### src/verilog/pstn_ie_pkg.sv
`default_nettype none
package pstn_ie_pkg;
  // ----------------------------------------
  // element identifiers and octet layout
  // ----------------------------------------
  localparam logic [7:0] ID_SEQ = 8'h00;
  localparam logic [7:0] ID_RING = 8'h01;
  localparam logic [7:0] ID_PULSE = 8'h02;
  localparam logic [7:0] ID_STEADY = 8'h03;
  localparam logic [2:0] FIXED_OCTETS = 3'h3;
  localparam logic [2:0] MIN_OCTETS = 3'h3;
  localparam logic [2:0] MAX_OCTETS = 3'h5;
  localparam logic [2:0] HEAD_OCTETS = 3'h2;
  localparam int EXT_BIT = 7;
  // ----------------------------------------
  // code ranges
  // ----------------------------------------
  localparam logic [6:0] PULSE_TYPE_MIN = 7'h6b;
  localparam logic [6:0] STEADY_TYPE_MAX = 7'h1e;
  localparam logic [6:0] STEADY_GAP_LO = 7'h1b;
  localparam logic [6:0] STEADY_GAP_HI = 7'h1c;
  localparam logic [4:0] NPULSE_ZERO = 5'h00;

  // element kind, equal to the identifier low bits
  typedef enum logic [1:0] {
    IE_SEQ = 2'b00,
    IE_RING = 2'b01,
    IE_PULSE = 2'b10,
    IE_STEADY = 2'b11
  } ie_kind_t;

  // class of the message that carries the element
  typedef enum logic [1:0] {
    MSG_SIGNAL = 2'b00,
    MSG_PROT_PARAM = 2'b01,
    MSG_SIGNAL_ACK = 2'b11,
    MSG_OTHER = 2'b10
  } msg_class_t;

  // transmit path states
  typedef enum logic {
    TX_IDLE = 1'b0,
    TX_SEND = 1'b1
  } tx_state_t;

  // element request from the user side
  typedef struct packed {
    ie_kind_t kind;
    msg_class_t msg;
    logic [6:0] send_count;
    logic [6:0] recv_count;
    logic [6:0] code;
    logic [4:0] dur;
    logic [1:0] supp;
    logic [1:0] ack;
    logic [4:0] npulse;
    logic [1:0] opt;
  } ie_req_t;

  // decoded element towards the user side
  typedef struct packed {
    ie_kind_t kind;
    logic seq_is_recv;
    logic [6:0] code;
    logic [4:0] dur;
    logic [1:0] supp;
    logic [1:0] ack;
    logic [4:0] npulse;
    logic [2:0] octets;
  } ie_fields_t;

  typedef logic [4:0][7:0] octets_t;

  function automatic logic pulse_type_ok(input logic [6:0] c);
    return c >= PULSE_TYPE_MIN;
  endfunction

  function automatic logic steady_type_ok(input logic [6:0] c);
    return (c <= STEADY_TYPE_MAX) && (c != STEADY_GAP_LO) && (c != STEADY_GAP_HI);
  endfunction

  function automatic logic [2:0] ie_octets(input ie_req_t r);
    return (r.kind == IE_PULSE) ? 3'(FIXED_OCTETS + {1'b0, r.opt}) : FIXED_OCTETS;
  endfunction

  // request that must not leave this end
  function automatic logic req_error(input ie_req_t r, input logic from_access);
    logic e;
    e = 1'b0;
    if (r.kind == IE_SEQ && r.msg == MSG_OTHER) e = 1'b1;
    if (r.kind == IE_RING && from_access) e = 1'b1;
    if (r.kind == IE_PULSE) begin
      if (!pulse_type_ok(r.code) || r.opt > 2'd2) e = 1'b1;
      if (r.opt == 2'd2 && r.npulse == NPULSE_ZERO) e = 1'b1;
    end
    if (r.kind == IE_STEADY && !steady_type_ok(r.code)) e = 1'b1;
    return e;
  endfunction

  // build octets, first octet in slot 0
  function automatic octets_t encode(input ie_req_t r);
    octets_t o;
    logic [6:0] v;
    o = '0;
    v = (r.kind != IE_SEQ) ? r.code : (r.msg == MSG_SIGNAL_ACK) ? r.recv_count : r.send_count;
    o[0] = {6'h00, r.kind};
    o[1] = {5'h00, 3'(ie_octets(r) - HEAD_OCTETS)};
    o[2] = {1'b1, v};
    o[3] = {r.opt != 2'd2, r.supp, r.dur};
    o[4] = {1'b1, r.ack, r.npulse};
    return o;
  endfunction

  // check a received element of c octets
  function automatic logic check(input octets_t b, input logic [2:0] c,
                                 input logic from_access, input msg_class_t m);
    logic e;
    e = (c < MIN_OCTETS) || (c > MAX_OCTETS) || (b[0][7:2] != 6'h00);
    if (b[1] != {5'h00, 3'(c - HEAD_OCTETS)} || !b[2][EXT_BIT]) e = 1'b1;
    case (ie_kind_t'(b[0][1:0]))
      IE_SEQ: e = e || (c != FIXED_OCTETS) || (m == MSG_OTHER);
      IE_RING: e = e || (c != FIXED_OCTETS) || from_access;
      IE_PULSE: begin
        e = e || !pulse_type_ok(b[2][6:0]);
        if (c >= 3'd4 && b[3][EXT_BIT] != (c == 3'd4)) e = 1'b1;
        if (c == MAX_OCTETS && (!b[4][EXT_BIT] || b[4][4:0] == NPULSE_ZERO)) e = 1'b1;
      end
      default: e = e || (c != FIXED_OCTETS) || !steady_type_ok(b[2][6:0]);
    endcase
    return e;
  endfunction

  // lift fields out of a received element
  function automatic ie_fields_t fields(input octets_t b, input logic [2:0] c,
                                        input msg_class_t m);
    ie_fields_t f;
    f = '0;
    f.kind = ie_kind_t'(b[0][1:0]);
    f.seq_is_recv = (m == MSG_SIGNAL_ACK);
    f.code = b[2][6:0];
    f.octets = c;
    if (c >= 3'd4) begin
      f.supp = b[3][6:5];
      f.dur = b[3][4:0];
    end
    if (c == MAX_OCTETS) begin
      f.ack = b[4][6:5];
      f.npulse = b[4][4:0];
    end
    return f;
  endfunction
endpackage
`default_nettype wire

### src/verilog/pstn_ie_link.sv
`timescale 1ns/1ns
`default_nettype none
// octet streams in both directions, last marks the final octet of an element
interface pstn_ie_link;
  logic x2a_valid;
  logic x2a_ready;
  logic [7:0] x2a_data;
  logic x2a_last;
  logic a2x_valid;
  logic a2x_ready;
  logic [7:0] a2x_data;
  logic a2x_last;
  modport exchange_end (
    output x2a_valid, x2a_data, x2a_last, a2x_ready,
    input x2a_ready, a2x_valid, a2x_data, a2x_last
  );
  modport access_end (
    output a2x_valid, a2x_data, a2x_last, x2a_ready,
    input a2x_ready, x2a_valid, x2a_data, x2a_last
  );
endinterface
`default_nettype wire

### src/verilog/exchange_side_end.sv
// Operation
// both sides may send the sequence element
// sequence element only in three message classes
// sequence element is three octets, binary
// send count, or receive count in acks
// ringing element travels exchange to access only
// ringing element is three octets long
// pulse type uses the defined downward codes
// duration field is an index, not time
// suppression field two bits, four codes
// acknowledge field two bits, four codes
// pulse count of zero is invalid
// pulsed element three to five octets
// exchange commands pulses, access reports them
// steady element three octets, type octet three
// exchange commands steady, access reports it
// steady codes defined, two gap codes invalid
// ringing type is a binary index
// octet one identifier, octet two length
// bit eight marks the final octet; the code also sets it on octet three of four- and five-octet pulsed elements
`timescale 1ns/1ns
`default_nettype none
module exchange_side_end (
  input wire logic clk,
  input wire logic rst_n,
  pstn_ie_link.exchange_end link,
  // element to send: a command towards the line
  input wire logic tx_req,
  input wire pstn_ie_pkg::ie_req_t tx,
  output logic tx_ready,
  output logic tx_reject,
  // message class around the element being received
  input wire pstn_ie_pkg::msg_class_t rx_msg,
  output logic rx_valid,
  output logic rx_error,
  output pstn_ie_pkg::ie_fields_t rx_fields
);
  // ----------------------------------------
  // state
  // ----------------------------------------
  typedef struct packed {
    pstn_ie_pkg::tx_state_t tx_state; // transmit phase
    pstn_ie_pkg::octets_t oct; // octets still to go, head in slot 0
    logic [2:0] left; // octets left including head
    logic reject; // one-cycle refusal pulse
    pstn_ie_pkg::octets_t rbuf; // octets gathered so far
    logic [2:0] rcnt; // octets gathered so far
    logic rovf; // more octets than any element holds
    logic rvalid; // one-cycle element pulse
    logic rerr; // element broken
    pstn_ie_pkg::ie_fields_t rf; // decoded fields
  } state_t;

  state_t st; // registered state
  state_t next_st; // next state

  // ----------------------------------------
  // next state
  // ----------------------------------------
  // all work of both directions is folded into one pass
  always_comb begin
    pstn_ie_pkg::octets_t b;
    logic [2:0] c;
    b = st.rbuf;
    c = st.rcnt;
    next_st = st;
    next_st.reject = 1'b0;
    next_st.rvalid = 1'b0;

    // transmit: take a request only while idle
    case (st.tx_state)
      pstn_ie_pkg::TX_IDLE: begin
        if (tx_req) begin
          // refuse bad content
          if (pstn_ie_pkg::req_error(tx, 1'b0)) begin
            next_st.reject = 1'b1;
          end else begin
            // build the octets
            // fields pass as given
            // outgoing elements are commands to the port
            next_st.oct = pstn_ie_pkg::encode(tx);
            next_st.left = pstn_ie_pkg::ie_octets(tx);
            next_st.tx_state = pstn_ie_pkg::TX_SEND;
          end
        end
      end
      pstn_ie_pkg::TX_SEND: begin
        // shift so the data output always comes straight from a flop
        if (link.x2a_ready) begin
          next_st.oct = {8'h00, st.oct[4:1]};
          next_st.left = st.left - 3'd1;
          if (st.left == 3'd1) begin
            next_st.tx_state = pstn_ie_pkg::TX_IDLE;
          end
        end
      end
      default: begin
        next_st.tx_state = pstn_ie_pkg::TX_IDLE;
      end
    endcase

    // receive: gather octets until the last flag
    if (link.a2x_valid) begin
      if (st.rcnt < pstn_ie_pkg::MAX_OCTETS) begin
        b[st.rcnt] = link.a2x_data;
        c = st.rcnt + 3'd1;
      end else begin
        // an overlong element is kept out of the buffer and marked
        next_st.rovf = 1'b1;
      end
      next_st.rbuf = b;
      next_st.rcnt = c;
      if (link.a2x_last) begin
        next_st.rvalid = 1'b1;
        // check it
        // ringing from the access side is refused here
        next_st.rerr = next_st.rovf || pstn_ie_pkg::check(b, c, 1'b1, rx_msg);
        // incoming elements are reports from the port
        next_st.rf = pstn_ie_pkg::fields(b, c, rx_msg);
        next_st.rbuf = '0;
        next_st.rcnt = 3'd0;
        next_st.rovf = 1'b0;
      end
    end
  end

  // ----------------------------------------
  // registers
  // ----------------------------------------
  always_ff @(posedge clk or negedge rst_n) begin
    if (!rst_n) begin
      st <= '0;
    end else begin
      st <= next_st;
    end
  end

  // ----------------------------------------
  // outputs
  // ----------------------------------------
  // ready is combinational, data comes from the head flop
  assign tx_ready = (st.tx_state == pstn_ie_pkg::TX_IDLE);
  assign tx_reject = st.reject;
  assign link.x2a_valid = (st.tx_state == pstn_ie_pkg::TX_SEND);
  assign link.x2a_data = st.oct[0];
  assign link.x2a_last = (st.tx_state == pstn_ie_pkg::TX_SEND) && (st.left == 3'd1);
  // no buffering: every octet is taken the cycle it is offered
  assign link.a2x_ready = 1'b1;
  assign rx_valid = st.rvalid;
  assign rx_error = st.rerr;
  assign rx_fields = st.rf;
endmodule // exchange_side_end
`default_nettype wire

### src/flat_wrapper.sv
// flat-port wrapper written by rule: the top's interface ports become plain ports
module exchange_side_end_flat 
  (clk, rst_n, tx_req, tx, tx_ready, tx_reject, rx_msg, rx_valid, rx_error, rx_fields, link_x2a_valid, link_x2a_data, link_x2a_last, link_a2x_ready, link_x2a_ready, link_a2x_valid, link_a2x_data, link_a2x_last);
  pstn_ie_link link_i ();
  input wire logic clk;
  input wire logic rst_n;
  input wire logic tx_req;
  input wire pstn_ie_pkg::ie_req_t tx;
  output logic tx_ready;
  output logic tx_reject;
  input wire pstn_ie_pkg::msg_class_t rx_msg;
  output logic rx_valid;
  output logic rx_error;
  output pstn_ie_pkg::ie_fields_t rx_fields;
  output wire logic [$bits(link_i.x2a_valid)-1:0] link_x2a_valid;
  output wire logic [$bits(link_i.x2a_data)-1:0] link_x2a_data;
  output wire logic [$bits(link_i.x2a_last)-1:0] link_x2a_last;
  output wire logic [$bits(link_i.a2x_ready)-1:0] link_a2x_ready;
  input wire logic [$bits(link_i.x2a_ready)-1:0] link_x2a_ready;
  input wire logic [$bits(link_i.a2x_valid)-1:0] link_a2x_valid;
  input wire logic [$bits(link_i.a2x_data)-1:0] link_a2x_data;
  input wire logic [$bits(link_i.a2x_last)-1:0] link_a2x_last;
  assign link_x2a_valid = link_i.x2a_valid;
  assign link_x2a_data = link_i.x2a_data;
  assign link_x2a_last = link_i.x2a_last;
  assign link_a2x_ready = link_i.a2x_ready;
  assign link_i.x2a_ready = link_x2a_ready;
  assign link_i.a2x_valid = link_a2x_valid;
  assign link_i.a2x_data = link_a2x_data;
  assign link_i.a2x_last = link_a2x_last;
  exchange_side_end u_core (.clk(clk), .rst_n(rst_n), .link(link_i), .tx_req(tx_req), .tx(tx), .tx_ready(tx_ready), .tx_reject(tx_reject), .rx_msg(rx_msg), .rx_valid(rx_valid), .rx_error(rx_error), .rx_fields(rx_fields));
endmodule
### config.mk
export PLATFORM = sky130hd
export DESIGN_NAME = exchange_side_end_flat
export DESIGN_NICKNAME = d
export VERILOG_FILES = /design/src/verilog/pstn_ie_pkg.sv /design/src/verilog/pstn_ie_link.sv /design/src/verilog/exchange_side_end.sv /design/src/flat_wrapper.sv
export SDC_FILE = /design/constraint.sdc
export NUM_CORES = 1
export LEC_CHECK = 0
export BUFFER_PORTS_ARGS = -buffer_cell sky130_fd_sc_hd__buf_2
export CAP_MARGIN = 20
export CORE_MARGIN = 1
export CORE_UTILIZATION = 62
export DETAILED_ROUTE_END_ITERATION = 7
export GPL_TIMING_DRIVEN = 0
export PLACE_DENSITY = 0.89
export SETUP_SLACK_MARGIN = 0.05
export SLEW_MARGIN = 40
export SYNTH_ARGS = -nofsm -noshare
export SYNTH_HDL_FRONTEND = slang
export SYNTH_SLANG_ARGS = --single-unit
### constraint.sdc
create_clock -name clk -period 5.6 [get_ports clk]
set_input_delay 1.12 -clock clk [delete_from_list [all_inputs] [get_ports clk]]
set_output_delay 1.12 -clock clk [all_outputs]
set_load 0.005 [all_outputs]
=== Word-level counts from Yosys, hierarchy flattened ===
Cells that the tools add are included.

* $add $sub $neg: 5
* $lt $le $gt $ge: 11
* Equal/unequal tests: 23
* Muxes and demuxes: 38
* Bitwise logic cells: 1
* Reductions and logical operators: 35

{| class="wikitable"
|+ Operators with widths
! cell !! count
|-
| 44-bit two-way mux || 2
|-
| 44-bit case mux with 2 select lines || 1
|-
| 40-bit two-way mux || 2
|-
| 73-bit two-way mux || 1
|-
| 45-bit two-way mux || 1
|-
| 40-bit bitwise mux || 1
|-
| 29-bit two-way mux || 1
|-
| 7-bit two-way mux || 4
|-
| 7-bit by 5-bit != test with 1-bit output, second input constant || 4
|-
| 8-bit demux with 3-bit select || 1
|-
| 1-bit two-way mux || 19
|-
| 2-bit equality test, second input constant || 8
|-
| 7-bit >= comparator, second input constant || 2
|-
| 7-bit by 5-bit less-or-equal comparator with 1-bit output, second input constant || 2
|-
| 1-bit logical AND || 11
|-
| 5-bit logical NOT || 2
|-
| 1-bit logical OR || 10
|-
| 3-bit two-way mux || 3
|-
| 8-bit two-way mux || 1
|-
| 2-bit != test, second input constant || 4
|-
| 8-bit by 3-bit != test with 1-bit output || 1
|-
| 3-bit equality test, second input constant || 2
|-
| 1-bit logical NOT || 6
|-
| 6-bit nonzero test || 1
|-
| 21 further kinds || 23
|}

* Flip-flop bits (word level): 118
* Bits of input ports: 57
* Output and inout port bits: 42
* Word-level logic and storage cells: 138

=== Longest topological paths before layout ===
* Word-level depth: 21
* Depth in mapped cells: 11
* Depth with buffers taken out: 9

=== Least setup slack after synthesis ===
No wires, ideal clock.

* Path kind: input -> register
* From: in tx[0] (netlist name)
* To: reg u_core.st[101] (netlist name)
* Library setup time: 0.131 ns
* Data arrival time: 2.811 ns
* Required time: 5.469 ns
* Setup slack: 2.658 ns
* Stages on the path: 10
* Path buffers: 2
* Cells stage by stage: inv_1 -> ha_1 -> or4b_1 -> o31ai_2 -> o221ai_2 -> and4_4 -> buf_6 -> buf_6 -> a22oi_1 -> o21ai_1

* Longest elaborated chain between the ends: 10
* Elaborated cells on any way between the ends: 12
* Those cells by class: 1 x order compare; 2 x eq/ne; 6 x mux; 3 x reduce/logical

{| class="wikitable"
|+ RTL lines
! element !! RTL line !! source
|-
| start, declared || flat_wrapper.sv:8 || <nowiki>input wire pstn_ie_pkg::ie_req_t tx;</nowiki>
|-
| 2-bit > comparator || pstn_ie_pkg.sv:93 || <nowiki>if (!pulse_type_ok(r.code) || r.opt > 2'd2) e = 1'b1;</nowiki>
|-
| 1-bit logical OR || pstn_ie_pkg.sv:93 ||
|-
| 1-bit two-way mux || pstn_ie_pkg.sv:93 ||
|-
| 1-bit two-way mux * || pstn_ie_pkg.sv:94 || <nowiki>if (r.opt == 2'd2 && r.npulse == NPULSE_ZERO) e = 1'b1;</nowiki>
|-
| 1-bit two-way mux * || pstn_ie_pkg.sv:92 || <nowiki>if (r.kind == IE_PULSE) begin</nowiki>
|-
| 1-bit two-way mux * || pstn_ie_pkg.sv:96 || <nowiki>if (r.kind == IE_STEADY && !steady_type_ok(r.code)) e = 1'b1;</nowiki>
|-
| 1-bit two-way mux * || exchange_side_end.sv:73 || <nowiki>if (tx_req) begin</nowiki>
|-
| 1-bit two-way mux * || exchange_side_end.sv:71 || <nowiki>case (st.tx_state)</nowiki>
|-
| 2-bit != test (no line) * || n/a ||
|-
| 3-bit AND reduction (no line) * || n/a ||
|-
| end signal, assigned || exchange_side_end.sv:134 || <nowiki>st <= next_st;</nowiki>
|-
| end, declared || exchange_side_end.sv:54 || <nowiki>state_t st;</nowiki>
|}

Mark *: on every way between the ends. The rest lies on a longest branch, timed or not. The select of a mux whose other input is x is not followed.
A chain may end at the register's enable or synchronous reset.

=== Worst setup path after layout ===
* From: reg u_core.st[31] (netlist name)
* To: reg u_core.st, in the netlist u_core.rx_error

* Longest elaborated chain between the ends: 19
* Elaborated cells on any way between the ends: 57
* Those cells by class: 2 x add/sub; 8 x order compare; 9 x eq/ne; 17 x mux; 21 x reduce/logical

{| class="wikitable"
|+ RTL lines
! element !! RTL line !! source
|-
| 3-bit by 4-bit < comparator with 1-bit output (not written as such) or 3-bit by 1-bit >= comparator with 1-bit output (tied branches) || exchange_side_end.sv:105 || <nowiki>b[st.rcnt] = link.a2x_data;</nowiki>
|-
| 1-bit logical AND (not written as such) || exchange_side_end.sv:105 ||
|-
| 8-bit two-way mux (not written as such) || exchange_side_end.sv:105 ||
|-
| 8-bit demux with 3-bit select || n/a ||
|-
| 40-bit bitwise mux || exchange_side_end.sv:105 ||
|-
| 40-bit two-way mux || exchange_side_end.sv:104 || <nowiki>if (st.rcnt < pstn_ie_pkg::MAX_OCTETS) begin</nowiki>
|-
| 40-bit two-way mux || exchange_side_end.sv:103 || <nowiki>if (link.a2x_valid) begin</nowiki>
|-
| 8-bit by 3-bit != test with 1-bit output, or another cell as far along || pstn_ie_pkg.sv:119 || <nowiki>if (b[1] != {5'h00, 3'(c - HEAD_OCTETS)} || !b[2][EXT_BIT]) e = 1'b1;</nowiki>
|-
| (+3 left out) || n/a ||
|-
| 1-bit two-way mux || exchange_side_end.sv:103 ||
|-
| 1-bit logical OR || pstn_ie_pkg.sv:124 || <nowiki>e = e || !pulse_type_ok(b[2][6:0]);</nowiki>
|-
| 1-bit two-way mux || pstn_ie_pkg.sv:125 || <nowiki>if (c >= 3'd4 && b[3][EXT_BIT] != (c == 3'd4)) e = 1'b1;</nowiki>
|-
| 1-bit two-way mux || pstn_ie_pkg.sv:126 || <nowiki>if (c == MAX_OCTETS && (!b[4][EXT_BIT] || b[4][4:0] == NPULSE_ZERO)) e = 1'b1;</nowiki>
|-
| 1-bit case mux with 3 select lines || pstn_ie_pkg.sv:120 || <nowiki>case (ie_kind_t'(b[0][1:0]))</nowiki>
|-
| 1-bit two-way mux || exchange_side_end.sv:113 || <nowiki>if (link.a2x_last) begin</nowiki>
|-
| 1-bit two-way mux || exchange_side_end.sv:103 ||
|-
| 1-bit logical OR * || exchange_side_end.sv:117 || <nowiki>next_st.rerr = next_st.rovf || pstn_ie_pkg::check(b, c, 1'b1, rx_msg);</nowiki>
|}

Marks and branches as above.

==> out/qor.csv <==
metric;value;unit
status;completed;
antenna_found_initial;0;
cp_slowest_cell;a2111oi_0;
track_usage;36.4;%
synth_nets;759;
cts.repair.resized;0;
diodes;0;
slew_violations;0;
yosys-top-cells-area;dfrtp_1 46%, nand2_1 6.8%, mux2i_1 4.6%, o21ai_0 4.6%, buf_4 4.2%;
worst_pin_slew;0.719;ns
max_freq;315;MHz
core;9860;µm²
cap_violations;0;
initial_core_util;64.5;%
synth_top_cell_by_area;dfrtp_1;
hold_path_end;u_core.rx_fields[2];
tns;0;ns
cts_setup_buffers;0;
vias;6130;
crit_chain;ha_1, clkbuf_1, a21oi_1, inv_2, a2111oi_0, o22ai_1, nor4_1, a21oi_1;
worst_slack;2.42;ns
tritoncts;yes;
firstDrtPassIters;6;
worstSkewPairLatency;0.53;ns
path_class;reg -> reg;
synth_edf_count;0;
multi_input_area;2790;µm²
numCtsBuffers;17;
r2r_cells;8;
synth_top_area_share;46.4;%
cp.arrival;3.57;ns
syn_inst;692;
io_pins;99;
drc;0;
grt_pass1_wl;29000;µm
hold_viol;0;
path_max_fanout;10;
wl_per_cell;19.5;µm
dieArea;10700;µm²
reg2reg_to;u_core.rx_error;
setup_viol;0;
routabilityCongestion;1.00;
syn_area_per_cell;9.20;µm²
cts_buffer_depth;2;
hpwl;12400;µm
synthArstFlopShare;100;%
place_ws;2.16;ns
hold_depth;2;
dp_cells;920;
cp-end-kind;flip-flop;
switchingPower;0.00107;W
relSlewSlack;52.1;%
final_nets;873;
power.internal;0.00215;W
fill_cells;625;
synth_most_common_cell;dfrtp_1;
cts_max_level;4;
finalCritPeriodShare;56.7;%
synthTopCellsByCount;118 x dfrtp_1, 115 x nand2_1, 58 x o21ai_0;
cp.required;5.99;ns
skew;0.00773;ns
synth_ff_type;dfrtp_1;
dieWidth;103;µm
power.total;0.00322;W
port_buffers;94;
seq_power_share;38.2;%
layout_min_cycle_time;3.18;ns
seqCellArea;2950;µm²
ir_worst_vdd;0.000216;V
p_per_area;423;nW/µm²
holdBufCountCts;0;
r2r_slack;2.42;ns
yosysUniqueCellTypes;62;
hold_class;reg -> reg;
p_leak;3.67;nW
fp.dieH;103;µm
combPwrFrac;28.8;%
grt_max_degree;62;
critical-path-max-stage-delay;0.57;ns
final_cells;952;
drive_gt1_share;21.6;%
cp-start-kind;flip-flop;
drt_iter0_markers;703;
antenna_left;0;
vias_per_cell;6.44;
synthesis.area;6370;µm²
clock_sinks;118;
hold_path_startpoint;u_core.rx_fields[2];
routed_wl;18600;µm
synth_seq_cells;118;
first_global_vias;5717;
cts_root_buf;clkbuf_8;
core.rowCount;36;
synthToLayoutAreaGrowth;19.7;%
switching_share;33.3;%
crit_top_cell;a21oi_1;
rsz0062_at_grt;false;
pwr-share-clk;33.0;%
grt-ovfl-total;0;
ys_seq_area_share;46.4;%
yosys_warnings;0;
r2r_start;u_core.st[31];
path_clk_slew;0.06;ns
==> worst max-delay path, delay by kind of cell, from the launching register on <==
| family | cells | cell delay (ns) |
|---|---|---|
| compound gates | 4 | 1.41 |
| fa+ha+maj | 1 | 0.31 |
| buf+inv | 2 | 0.33 |
| flops | 1 | 0.47 |
| simple gates | 1 | 0.51 |
==> layout by cell type, fill, tap and decap left out, types with 29 or more instances in the layout <==
cell type / instances
buf_2: 99
nand2_1: 115
clkbuf_1: 44
buf_4: 36
o21ai_0: 58
inv_1: 33
dfrtp_1: 118
mux2i_1: 29
a22oi_1: 34
==> per-layer routing <==
layer | vias to the layer above | routed length [µm] | part of all wire, % | GRT usage [%]
met5 | - | 0 | 0 | 0
met4 | 0 | 635 | 3.4 | 18.1
met3 | 92 | 1870 | 10 | 9.61
met2 | 446 | 8670 | 47 | 55.3
met1 | 2926 | 7400 | 40 | 48.7
li1 | 2666 | - | - | -
==> sequential cells by signal, indices dropped and copies added, names as in the netlist <==
signal and cells:
u_core.rx_valid 1, u_core.rx_fields 27, u_core.rx_error 1, u_core.st 79
u_core.link.x2a_data 8, u_core.tx_reject 1, u_core.link.x2a_valid 1
==> final cells by class <==
class / instances / share of cell area (%)
buffer: 88 / 6.50
clock buffer: 24 / 6.31
clock inverter: 8 / 1.26
inverter: 34 / 1.68
multi-input combinational: 452 / 36.6
sequential: 118 / 38.8
tap: 133 / 2.18
timing repair buffer: 95 / 6.67
==> power groups by stage <==
stage / clock network (W) / registers (W) / logic, W
after floorplan: 0 / 0.00118 / 0.000625
after global placement: 0 / 0.00121 / 0.000847
after detailed placement: 0 / 0.00122 / 0.000893
after CTS: 0.00106 / 0.00122 / 0.000911
after global routing: 0.00111 / 0.00125 / 0.00102
final: 0.00106 / 0.00123 / 0.000929
==> how the worst max path moves through the flow <==
stage                     cells past startpoint          start  slack, ns                    end
after floorplan                              10          tx[0]       2.66         u_core.st[101]
after global placement                        1          rst_n       2.06  u_core.link.x2a_valid
after detailed placement                     11          tx[0]       2.16          u_core.st[97]
after CTS                                    10  u_core.st[30]       2.50        u_core.rx_error
after global routing                         10  u_core.st[30]       2.29        u_core.rx_error
final                                         8  u_core.st[31]       2.42        u_core.rx_error
==> cells by family after synthesis <==
family / synth area share (%)
AOI/OAI and AO/OA: 22.2
and+or+nand+nor: 14.6
buffers and inverters: 9.79
DFF: 46.4
muxes: 4.74
adders and majority gates: 1.97
xor gates and xnor gates: 0.275
other: 0.0589
==> stage by stage <==
stage	area, µm²	utilization, %	hold slack, ns
floorplan	6370	-	0.448
global placement	7000	71.0	0.461
detailed placement	7040	71.4	0.468
CTS	7620	77.2	0.485
global route	7620	77.2	0.501
finish	7620	77.2	0.479
Power figures use the tool's default switching activity.
